### config.mk
export PLATFORM = sky130hd
export DESIGN_NAME = spcl_top
export DESIGN_NICKNAME = d
export VERILOG_FILES = /design/src/verilog/spcl_pkg.sv /design/src/verilog/spcl_rate_div.sv /design/src/verilog/spcl_top.sv
export VERILOG_INCLUDE_DIRS = /design/src /design/src/verilog
export SDC_FILE = /design/constraint.sdc
export NUM_CORES = 1
export LEC_CHECK = 0
export ABC_AREA = 1
export BUFFER_PORTS_ARGS = -buffer_cell sky130_fd_sc_hd__buf_4
export CORE_AREA = 2 2 98 100
export CTS_CLUSTER_DIAMETER = 80
export CTS_CLUSTER_SIZE = 24
export DETAILED_ROUTE_END_ITERATION = 8
export DIE_AREA = 0 0 100 102
export HOLD_SLACK_MARGIN = 0.03
export PLACE_DENSITY = 0.79
export SKIP_LAST_GASP = 1
export SLEW_MARGIN = 15
export SYNTH_ARGS = -nofsm -noshare
export SYNTH_HDL_FRONTEND = slang
export SYNTH_SLANG_ARGS = --single-unit
### constraint.sdc
create_clock -name aclk -period 2.1 [get_ports aclk]
set_clock_uncertainty 0.1 [all_clocks]
set_input_delay 0.21 -clock aclk [delete_from_list [all_inputs] [get_ports aclk]]
set_output_delay 0.21 -clock aclk [all_outputs]
set_load 0.01 [all_outputs]
### src/verilog/spcl_defs.svh
`ifndef SPCL_DEFS_SVH
`define SPCL_DEFS_SVH
// ==========================================================
// Register indices, byte address is four times the index
`define SPCL_IDX_DATA   8'h31
`define SPCL_IDX_CTRL   8'h32
`define SPCL_IDX_STAT   8'h33
// ==========================================================
// Reset values
`define SPCL_CTRL_RESET 8'h00
`define SPCL_STAT_RESET 8'h00
// ==========================================================
// Control register fields
`define SPCL_CTRL_IE    7
`define SPCL_CTRL_PE    6
`define SPCL_CTRL_D2    5
`define SPCL_CTRL_MS    4
`define SPCL_CTRL_POL   3
`define SPCL_CTRL_PHA   2
// ==========================================================
// Status register fields
`define SPCL_STAT_DONE  7
`define SPCL_STAT_WRITE_CLASH_FLAG  6
`define SPCL_STAT_OVR   5
`define SPCL_STAT_FLT   4
`define SPCL_STAT_SOD   2
`define SPCL_STAT_SSM   1
`define SPCL_STAT_SSI   0
// ==========================================================
// Serial timing: clock edges per byte, half periods per rate
`define SPCL_EDGES      5'h10
`define SPCL_HALF_4     7'h02
`define SPCL_HALF_8     7'h04
`define SPCL_HALF_16    7'h08
`define SPCL_HALF_32    7'h10
`define SPCL_HALF_64    7'h20
`define SPCL_HALF_128   7'h40
// ==========================================================
// Bus answers
`define SPCL_RESP_OKAY  2'h0
`define SPCL_RESP_ERR   2'h2
`endif

### src/verilog/spcl_pkg.sv
package spcl_pkg;
  typedef enum logic [0:0]
  {
    SPCL_IDLE = 1'b0,
    SPCL_XFER = 1'b1
  } spcl_state_type;
  typedef logic [1:0] spcl_resp_type;
  typedef enum logic [1:0]
  {
    SPCL_SEL_NONE = 2'b00,
    SPCL_SEL_DATA = 2'b01,
    SPCL_SEL_CTRL = 2'b10,
    SPCL_SEL_STAT = 2'b11
  } spcl_sel_type;
endpackage

### src/verilog/spcl_rate_div.sv
`timescale 1ns/10ps
`include "spcl_defs.svh"
module spcl_rate_div
(
  input  wire logic       aclk,
  input  wire logic       aresetn,
  input  wire logic       run,
  input  wire logic       restart,
  input  wire logic [2:0] sel,
  output logic            tick
);
  logic [6:0] half;
  logic [6:0] cnt_r;

  // ==========================================================
  // Half period per rate code (div2 control, rate select)
  always_comb
  begin
    unique case (sel)
      3'b100:  half = `SPCL_HALF_4;
      3'b000:  half = `SPCL_HALF_8;
      3'b001:  half = `SPCL_HALF_16;
      3'b110:  half = `SPCL_HALF_32;
      3'b010:  half = `SPCL_HALF_64;
      3'b011:  half = `SPCL_HALF_128;
      // Unlisted codes fall back: 101 to the /16 rate, 111 to the slowest rate
      3'b101:  half = `SPCL_HALF_16;
      default: half = `SPCL_HALF_128;
    endcase
  end

  // ==========================================================
  // Counter, one-cycle tick per half serial clock
  always_ff @(posedge aclk)
  begin
    if (!aresetn || restart)
      cnt_r <= 7'h00;
    else if (run)
      cnt_r <= (cnt_r == half - 7'h01) ? 7'h00 : cnt_r + 7'h01;
  end

  assign tick = run && !restart && (cnt_r == half - 7'h01);
endmodule

### src/verilog/spcl_top.sv
// Overview of operation
// - Idle slave echoes previously received byte back on its next transfer.
// - Wait mode leaves the port running; done, fault or overrun requests wait exit.
// - Halt freezes the port registers and logic until woken, except a slave selected at halt entry.
// - Second byte received before done flag cleared after halt sets overrun.
// - Slave completion raises done interrupt to end halt; byte stays readable.
// - Halt wake works only if effective select is low at halt entry.
// - Done, fault and overrun share one request, gated by enable and cpu mask.
// - Fault may end wait, never halt; done may end halt.
// - Control bit 7 enables the interrupt request.
// - Control bit 6 connects pins; cleared by reset and master fault.
// - Control bit 4 selects master; cleared on master fault.
// - Control bit 3 sets serial clock idle level in master mode only; the slave counts edges of either polarity.
// - Control bit 2 chooses first or second transition as first capture.
// - Bits 5,1,0 divide cpu clock by 4 to 128; master only.
// - Rate codes 100,000,001,110,010,011 give /4,/8,/16,/32,/64,/128.
// - Done set at end; status access then data access clears; blocks writes.
// - Fault set on low select in master; status read then control write clears.
// - Overrun set when byte completes with done still set; status read clears.
// - Software select mode uses the software level as internal select.
//
// Decided for this implementation: the register addresses and the AXI4-Lite slave port.
`timescale 1ns/10ps
`include "spcl_defs.svh"
module spcl_top
(
  input  wire logic                    aclk,
  input  wire logic                    aresetn,
  input  wire logic [11:0]             s_axi_awaddr,
  input  wire logic                    s_axi_awvalid,
  output logic                         s_axi_awready,
  input  wire logic [31:0]             s_axi_wdata,
  input  wire logic [3:0]              s_axi_wstrb,
  input  wire logic                    s_axi_wvalid,
  output logic                         s_axi_wready,
  output spcl_pkg::spcl_resp_type      s_axi_bresp,
  output logic                         s_axi_bvalid,
  input  wire logic                    s_axi_bready,
  input  wire logic [11:0]             s_axi_araddr,
  input  wire logic                    s_axi_arvalid,
  output logic                         s_axi_arready,
  output logic [31:0]                  s_axi_rdata,
  output spcl_pkg::spcl_resp_type      s_axi_rresp,
  output logic                         s_axi_rvalid,
  input  wire logic                    s_axi_rready,
  input  wire logic                    sck_i,
  output logic                         sck_o,
  output logic                         sck_oe,
  input  wire logic                    mosi_i,
  output logic                         mosi_o,
  output logic                         mosi_oe,
  input  wire logic                    miso_i,
  output logic                         miso_o,
  output logic                         miso_oe,
  input  wire logic                    ss_n_i,
  input  wire logic                    halt_i,
  input  wire logic                    cpu_imask_i,
  output logic                         irq_o,
  output logic                         wake_wait_o,
  output logic                         wake_halt_o
);
  import spcl_pkg::*;

  spcl_state_type state_r;
  spcl_sel_type   wr_sel;
  spcl_sel_type   rd_sel;
  logic        awready_r, wready_r, bvalid_r, arready_r, rvalid_r;
  logic        aw_hold_r, w_hold_r, wstrb0_r;
  logic [11:0] awaddr_r;
  logic [7:0]  wdata_r;
  logic [31:0] rdata_r;
  logic [1:0]  bresp_r, rresp_r;
  logic [7:0]  ctrl_r, buf_r, sh_r;
  logic        done_flag_r, write_clash_flag_r, ovr_r, fault_r, sod_r, ssm_r, ssi_r;
  logic        done_arm_r, write_clash_flag_arm_r, fault_arm_r;
  logic        out_r, sck_r, sck_prev_r;
  logic [4:0]  cnt_r;
  logic        halt_d_r, halt_ok_r;
  logic        sck_oe_r, mosi_oe_r, miso_oe_r, irq_r, wake_wait_r, wake_halt_r;
  logic        wr_do, rd_do, ctrl_wr, stat_wr, data_wr, data_rd, stat_rd, data_acc;
  logic        ie, pe, ms, pol, pha, ss_int, slave_act, m_busy, busy, run;
  logic        tick, m_tick, s_edge, edge_go, capture, done, rx_bit;
  logic        wr_blocked, load, write_clash_flag_set, done_clr, ovr_set, fault, any_flag;
  logic [4:0]  edge_nxt;

  // ==========================================================
  // Address decode, shared by both bus directions
  function automatic spcl_sel_type reg_sel(input logic [11:0] a);
    spcl_sel_type s;
    s = SPCL_SEL_NONE;
    if (a == {2'b00, `SPCL_IDX_DATA, 2'b00})
      s = SPCL_SEL_DATA;
    else if (a == {2'b00, `SPCL_IDX_CTRL, 2'b00})
      s = SPCL_SEL_CTRL;
    else if (a == {2'b00, `SPCL_IDX_STAT, 2'b00})
      s = SPCL_SEL_STAT;
    return s;
  endfunction

  // ==========================================================
  // AXI4-Lite write channel
  always_ff @(posedge aclk)
  begin
    if (!aresetn)
    begin
      awready_r <= 1'b0;
      wready_r  <= 1'b0;
      aw_hold_r <= 1'b0;
      w_hold_r  <= 1'b0;
      bvalid_r  <= 1'b0;
      bresp_r   <= `SPCL_RESP_OKAY;
      awaddr_r  <= 12'h000;
      wdata_r   <= 8'h00;
      wstrb0_r  <= 1'b0;
    end
    else
    begin
      if (s_axi_awvalid && awready_r)
      begin
        aw_hold_r <= 1'b1;
        awready_r <= 1'b0;
        awaddr_r  <= s_axi_awaddr;
      end
      else if (!aw_hold_r && !bvalid_r)
        awready_r <= 1'b1;
      if (s_axi_wvalid && wready_r)
      begin
        w_hold_r <= 1'b1;
        wready_r <= 1'b0;
        wdata_r  <= s_axi_wdata[7:0];
        wstrb0_r <= s_axi_wstrb[0];
      end
      else if (!w_hold_r && !bvalid_r)
        wready_r <= 1'b1;
      if (wr_do)
      begin
        aw_hold_r <= 1'b0;
        w_hold_r  <= 1'b0;
        bvalid_r  <= 1'b1;
        bresp_r   <= (wr_sel == SPCL_SEL_NONE) ? `SPCL_RESP_ERR : `SPCL_RESP_OKAY;
      end
      else if (bvalid_r && s_axi_bready)
        bvalid_r <= 1'b0;
    end
  end

  // ==========================================================
  // AXI4-Lite read channel
  always_ff @(posedge aclk)
  begin
    if (!aresetn)
    begin
      arready_r <= 1'b0;
      rvalid_r  <= 1'b0;
      rdata_r   <= 32'h0000_0000;
      rresp_r   <= `SPCL_RESP_OKAY;
    end
    else if (rd_do)
    begin
      arready_r <= 1'b0;
      rvalid_r  <= 1'b1;
      rresp_r   <= (rd_sel == SPCL_SEL_NONE) ? `SPCL_RESP_ERR : `SPCL_RESP_OKAY;
      unique case (rd_sel)
        SPCL_SEL_DATA: rdata_r <= {24'h000000, buf_r};
        SPCL_SEL_CTRL: rdata_r <= {24'h000000, ctrl_r};
        SPCL_SEL_STAT: rdata_r <= {24'h000000, done_flag_r, write_clash_flag_r, ovr_r, fault_r,
                                   1'b0, sod_r, ssm_r, ssi_r};
        SPCL_SEL_NONE: rdata_r <= 32'h0000_0000;
      endcase
    end
    else if (rvalid_r && s_axi_rready)
    begin
      rvalid_r  <= 1'b0;
      arready_r <= 1'b1;
    end
    else if (!rvalid_r)
      arready_r <= 1'b1;
  end

  assign wr_sel   = reg_sel(awaddr_r);
  assign rd_sel   = reg_sel(s_axi_araddr);
  assign wr_do    = aw_hold_r && w_hold_r && !bvalid_r;
  assign rd_do    = s_axi_arvalid && arready_r;
  assign ctrl_wr  = wr_do && wstrb0_r && (wr_sel == SPCL_SEL_CTRL);
  assign stat_wr  = wr_do && wstrb0_r && (wr_sel == SPCL_SEL_STAT);
  assign data_wr  = wr_do && wstrb0_r && (wr_sel == SPCL_SEL_DATA);
  assign data_rd  = rd_do && (rd_sel == SPCL_SEL_DATA);
  assign stat_rd  = rd_do && (rd_sel == SPCL_SEL_STAT);
  assign data_acc = data_wr || data_rd;

  // ==========================================================
  // Mode decode and serial engine strobes
  assign ie        = ctrl_r[`SPCL_CTRL_IE];
  assign pe        = ctrl_r[`SPCL_CTRL_PE];
  assign ms        = ctrl_r[`SPCL_CTRL_MS];
  assign pol       = ctrl_r[`SPCL_CTRL_POL];
  assign pha       = ctrl_r[`SPCL_CTRL_PHA];
  assign ss_int    = ssm_r ? ssi_r : ss_n_i;
  assign slave_act = pe && !ms && !ss_int;
  assign m_busy    = (state_r == SPCL_XFER) && ms;
  assign busy      = m_busy || (cnt_r != 5'h00);
  // Halt freezes all but a slave that was selected at halt entry
  assign run       = !halt_i || (halt_d_r && halt_ok_r && slave_act);
  assign m_tick    = m_busy && tick;
  assign s_edge    = slave_act && (sck_i != sck_prev_r);
  assign edge_go   = run && (m_tick || s_edge);
  assign edge_nxt  = cnt_r + 5'h01;
  assign capture   = edge_nxt[0] ^ pha;
  assign done      = edge_go && (edge_nxt == `SPCL_EDGES);
  assign rx_bit    = ms ? miso_i : mosi_i;
  assign fault     = run && ms && !ss_int;
  assign wr_blocked = done_flag_r && !done_arm_r;
  assign load      = run && data_wr && !wr_blocked && !busy;
  assign write_clash_flag_set  = run && data_wr && !wr_blocked && busy;
  assign done_clr  = done_arm_r && data_acc;
  assign ovr_set   = done && done_flag_r && !done_clr;
  assign any_flag  = done_flag_r || fault_r || ovr_r;

  spcl_rate_div u_rate
  (
    .aclk    (aclk),
    .aresetn (aresetn),
    .run     (run && m_busy),
    .restart (!m_busy),
    .sel     ({ctrl_r[`SPCL_CTRL_D2], ctrl_r[1:0]}),
    .tick    (tick)
  );

  // ==========================================================
  // Control register
  always_ff @(posedge aclk)
  begin
    if (!aresetn)
      ctrl_r <= `SPCL_CTRL_RESET;
    else if (fault)
    begin
      ctrl_r[`SPCL_CTRL_PE] <= 1'b0;
      ctrl_r[`SPCL_CTRL_MS] <= 1'b0;
    end
    else if (ctrl_wr && run)
    begin
      ctrl_r <= wdata_r;
      // Enable and master cannot be raised while a fault is pending
      if (fault_r && !fault_arm_r)
      begin
        ctrl_r[`SPCL_CTRL_PE] <= wdata_r[`SPCL_CTRL_PE] && pe;
        ctrl_r[`SPCL_CTRL_MS] <= wdata_r[`SPCL_CTRL_MS] && ms;
      end
    end
  end

  // ==========================================================
  // Status bits; hardware set wins over software clear
  always_ff @(posedge aclk)
  begin
    if (!aresetn)
    begin
      {done_flag_r, write_clash_flag_r, ovr_r, fault_r} <= 4'h0;
      {done_arm_r, write_clash_flag_arm_r, fault_arm_r} <= 3'h0;
      {sod_r, ssm_r, ssi_r} <= 3'(`SPCL_STAT_RESET);
      buf_r <= 8'h00;
    end
    else if (run)
    begin
      done_flag_r <= done || (done_flag_r && !done_clr);
      ovr_r       <= ovr_set || (ovr_r && !stat_rd);
      fault_r     <= fault || (fault_r && !(fault_arm_r && ctrl_wr));
      write_clash_flag_r      <= write_clash_flag_set || (write_clash_flag_r && !(write_clash_flag_arm_r && data_acc));
      done_arm_r  <= done_flag_r && !done_clr && (done_arm_r || stat_rd || stat_wr);
      write_clash_flag_arm_r  <= write_clash_flag_r && !data_acc && (write_clash_flag_arm_r || stat_rd);
      fault_arm_r <= fault_r && !ctrl_wr && (fault_arm_r || stat_rd);
      // Buffer keeps the first byte after the last clear on overrun
      if (done && !ovr_set)
        buf_r <= capture ? {sh_r[6:0], rx_bit} : sh_r;
      if (stat_wr)
      begin
        sod_r <= wdata_r[`SPCL_STAT_SOD];
        ssm_r <= wdata_r[`SPCL_STAT_SSM];
        ssi_r <= wdata_r[`SPCL_STAT_SSI];
      end
    end
  end

  // ==========================================================
  // Shift engine, shared by master and slave
  always_ff @(posedge aclk)
  begin
    if (!aresetn)
    begin
      state_r    <= SPCL_IDLE;
      sh_r       <= 8'h00;
      out_r      <= 1'b0;
      cnt_r      <= 5'h00;
      sck_prev_r <= 1'b0;
    end
    else if (run)
    begin
      sck_prev_r <= sck_i;
      if (load)
      begin
        sh_r  <= wdata_r;
        out_r <= wdata_r[7];
        if (ms)
          state_r <= SPCL_XFER;
      end
      else if (edge_go)
      begin
        cnt_r <= done ? 5'h00 : edge_nxt;
        if (capture)
          sh_r <= {sh_r[6:0], rx_bit};
        else
          out_r <= sh_r[7];
        if (done)
          state_r <= SPCL_IDLE;
      end
      else if (!m_busy && !slave_act)
      begin
        // Deselect between bytes restarts the slave bit count
        cnt_r   <= 5'h00;
        state_r <= SPCL_IDLE;
      end
    end
  end

  // ==========================================================
  // Serial clock out, idle level from polarity
  always_ff @(posedge aclk)
  begin
    if (!aresetn)
      sck_r <= 1'b0;
    else if (run && m_busy && edge_go)
      sck_r <= ~sck_r;
    else if (!m_busy)
      sck_r <= pol;
  end

  // ==========================================================
  // Halt entry select capture
  always_ff @(posedge aclk)
  begin
    if (!aresetn)
    begin
      halt_d_r  <= 1'b0;
      halt_ok_r <= 1'b0;
    end
    else
    begin
      halt_d_r <= halt_i;
      if (halt_i && !halt_d_r)
        halt_ok_r <= !ss_int;
    end
  end

  // ==========================================================
  // Pin enables and interrupt outputs
  always_ff @(posedge aclk)
  begin
    if (!aresetn)
    begin
      {sck_oe_r, mosi_oe_r, miso_oe_r} <= 3'h0;
      {irq_r, wake_wait_r, wake_halt_r} <= 3'h0;
    end
    else
    begin
      sck_oe_r    <= pe && ms;
      mosi_oe_r   <= pe && ms && !sod_r;
      miso_oe_r   <= pe && !ms && !ss_int && !sod_r;
      irq_r       <= ie && !cpu_imask_i && any_flag;
      wake_wait_r <= ie && any_flag;
      wake_halt_r <= ie && done_flag_r;
    end
  end

  assign s_axi_awready = awready_r;
  assign s_axi_wready  = wready_r;
  assign s_axi_bvalid  = bvalid_r;
  assign s_axi_bresp   = bresp_r;
  assign s_axi_arready = arready_r;
  assign s_axi_rvalid  = rvalid_r;
  assign s_axi_rdata   = rdata_r;
  assign s_axi_rresp   = rresp_r;
  assign sck_o         = sck_r;
  assign sck_oe        = sck_oe_r;
  assign mosi_o        = out_r;
  assign mosi_oe       = mosi_oe_r;
  assign miso_o        = out_r;
  assign miso_oe       = miso_oe_r;
  assign irq_o         = irq_r;
  assign wake_wait_o   = wake_wait_r;
  assign wake_halt_o   = wake_halt_r;
endmodule
==> impl_metrics.json <==
{
  "synth_warnings": 0,
  "num_vias": 4616,
  "path_depth": 13,
  "numCtsBuffers": 9,
  "die_area_um2": 10200,
  "cts_max_level": 3,
  "synthToLayoutAreaGrowth_pct": 23.3,
  "ios": 123,
  "rsz0062_at_grt": "true",
  "status": "finished, final reports clean",
  "grtUsageTotal_pct": 23.5,
  "place_ws_ps": 95.5,
  "worst_slew_margin_rel_pct": 65.8,
  "critPathTopFamily": "buffers and inverters",
  "syn-instance-count": 697,
  "finalCritPeriodShare_pct": 93.0,
  "start_util_pct": 52.1,
  "final-seq-area_um2": 1920,
  "drt.antenna.violating_nets": 0,
  "slowest_delay_ps": 530,
  "reg2reg_to": "buf_r[5]",
  "wirelength_mm": 11.7,
  "cts_tree": "built",
  "cp_cell_sequence": "dlygate4sd3_1 > buf_4 > inv_1 > nand2_1 > nand2_2 > nand3_2 > nand2_2 > nand2_2 > o21ai_4 > buf_6 > nand3_4 > o21ai_1 > nor2_1",
  "multiInputGateArea_um2": 2330,
  "row_count": 35,
  "synth.avg_cell_area_um2": 6.81,
  "drt_iter0_drc": 277,
  "cp.arrival_ps": 2120,
  "finalSetupViolCount": 0,
  "critical_path_class": "input pin to flop",
  "cts_root_buf": "clkbuf_8",
  "hp-class": "input pin to flop",
  "wl_per_cell_um": 12.9,
  "cp-startpoint": "ss_n_i",
  "fillers": 829,
  "clk_pin_slew_ps": 90,
  "critPathMaxFanout": 8,
  "cp.required_ps": 2270,
  "seq_area_frac_synth_pct": 40.5,
  "power_density_nw_per_um2": 643,
  "timing.rr.start": "ctrl_r[0]",
  "die_h_um": 102,
  "cp_slowest_cell": "dlygate4sd3_1",
  "synthDistinctLibCells": 36,
  "gr-total-overflow": 0,
  "cellLeakagePower_nw": 2.66,
  "fmax_ghz": 0.512,
  "drive_gt1_share_pct": 18.3,
  "cp-start-kind": "input pin",
  "crit_path_frequent_cell": "nand2_2",
  "cts_buffer_depth": 2,
  "grt_max_degree": 61,
  "fin_nets": 869,
  "numPortBuffers": 69,
  "ir_worst_vdd_mv": 0.359,
  "worst_r2r_path_depth": 10,
  "fin_ws_ps": 147,
  "grt_pass1_vias": 4293,
  "synth_area_um2": 4740,
  "antenna_cells": 0,
  "dr.pass1.iters": 5,
  "fin_crit_ps": 1950,
  "r2r_slack_ps": 180,
  "drc": 0,
  "ys_seq_elements": 96,
  "slew_violations": 0,
  "numClockSinks": 96,
  "finalSetupTns_ps": 0,
  "drv_cap": 0,
  "path_buf_inv": 4,
  "endpoint": "buf_r[5]",
  "clock_latency_ps": 370,
  "core_area_um2": 9110,
  "whs_ps": 26.4,
  "grt_pass1_wl_mm": 19.2,
  "critPathCaptureType": "flop",
  "worst_slew_pin_slew_ps": 511,
  "via_per_inst": 5.08,
  "die_w_um": 100,
  "place_congestion": 0.870,
  "antenna_found_initial": 0,
  "hold_viol_final": 0,
  "place_hpwl_mm": 8.39
}
==> registers in the layout, summed over array words and instances, names as in the netlist, 5 cells and up <==
register / flops
ctrl_r: 8
awaddr_r: 12
s_axi_rdata: 8
wdata_r: 8
cnt_r: 5
sh_r: 8
u_rate.cnt_r: 7
buf_r: 8
==> placed cells by master, fill, tap and decap left out, types with 11 or more instances in the layout <==
cell type      count
nor3_1            11
nand2_2           11
o21ai_1           18
o21ai_0           63
clkbuf_8          11
conb_1            26
nand3_1           32
buf_4             83
inv_1             78
inv_2             11
dfxtp_1           94
dlygate4sd3_1     20
nor2_1           116
nand2_1          123
a21oi_1           40
==> cells in the mapped netlist <==
cell type | instances | area [µm²]
nand3b_1 | 2 | 15.0
ha_1 | 3 | 37.5
nor3_1 | 12 | 60.1
o22ai_1 | 1 | 6.26
dfxtp_1 | 96 | 1920
or2_2 | 1 | 6.26
xor2_1 | 4 | 35.0
inv_1 | 82 | 308
conb_1 | 1 | 3.75
buf_4 | 28 | 210
a21oi_1 | 40 | 200
o21ai_0 | 63 | 315
mux2i_1 | 1 | 10.0
nand3_2 | 4 | 40.0
or2_1 | 1 | 6.26
nand3_1 | 33 | 165
nor2_1 | 117 | 439
nor3b_1 | 1 | 7.51
clkbuf_1 | 14 | 52.6
o21a_1 | 2 | 15.0
buf_2 | 2 | 10.0
nand3_4 | 1 | 17.5
xnor2_1 | 1 | 8.76
nor2_2 | 5 | 31.3
inv_2 | 7 | 26.3
buf_6 | 3 | 33.8
nand4_1 | 5 | 31.3
a211oi_1 | 3 | 22.5
nand2_1 | 129 | 484
nand3b_4 | 1 | 20.0
a31oi_1 | 6 | 37.5
nor2_4 | 1 | 11.3
nor4_1 | 2 | 12.5
o21ai_4 | 1 | 16.3
o21ai_1 | 19 | 95.1
nand2_2 | 5 | 31.3
==> worst min-delay path by stage <==
stage | start | to | slack [ps] | depth (start not counted)
final | s_axi_wdata[6] | wdata_r[6] | 30 | 3
after CTS | s_axi_wdata[6] | wdata_r[6] | 30 | 3
after detailed placement | cpu_imask_i | irq_o | 280 | 2
after global routing | s_axi_wdata[6] | wdata_r[6] | 50 | 3
after floorplan | cpu_imask_i | irq_o | 190 | 1
after global placement | cpu_imask_i | irq_o | 280 | 2
==> kinds of logic after synthesis <==
kind of cell | count (synthesis) | synth area share (%)
and+or+nand+nor | 320 | 29.1
buffers and inverters | 136 | 13.5
AOI/OAI and AO/OA | 135 | 14.9
DFF | 96 | 40.5
xor gates and xnor gates | 5 | 0.923
adders and majority gates | 3 | 0.791
other | 1 | 0.0790
muxes | 1 | 0.211
==> timing repair <==
item / in CTS / in global routing
setup buffers: 0 / 1
hold endpoints to repair: 20 / 0
endpoints found under the setup margin: 0 / 33
hold buffers: 20 / 0
resized for setup: 0 / 20
==> layout make-up <==
cell class / count / area share [%]
multi-input cells: 491 / 39.9
well taps: 111 / 2.37
inverters: 89 / 5.71
clock inverters: 5 / 1.75
flip-flops and latches: 96 / 32.9
repair buffers: 106 / 14.8
clock buffers: 11 / 2.59
==> worst register-to-register path, delay by kind of cell, from the launching register on <==
kind	cells	cell delay [ps]
flops	1	500
simple gates	7	670
compound gates	2	410
buf+inv	1	160
==> where the power goes <==
group | switching [W] | total, W | leakage (nW) | internal [W]
registers | 0.0000377 | 0.00191 | 0.781 | 0.00187
clock network | 0.000642 | 0.00150 | 0.126 | 0.000854
logic | 0.000201 | 0.000360 | 1.75 | 0.000159
total | 0.000881 | 0.00376 | 2.66 | 0.00288
==> per-stage QoR <==
stage | utilization [%] | cell area [µm²] | cells | total power (W)
finish | 64.2 | 5850 | 909 | 0.00376
global placement | 58.4 | 5320 | 871 | 0.00226
detailed placement | 58.4 | 5320 | 871 | 0.00227
global route | 64.2 | 5850 | 909 | 0.00392
CTS | 63.4 | 5780 | 907 | 0.00377
floorplan | - | 4840 | 722 | 0.00217
==> metal layers <==
layer | wire, µm | global-route usage, %
met4 | 273 | 8.01
met1 | 5110 | 29.1
met5 | 0 | 0
met3 | 684 | 4.17
met2 | 5660 | 41.4
(Power assumes the default switching activity.)
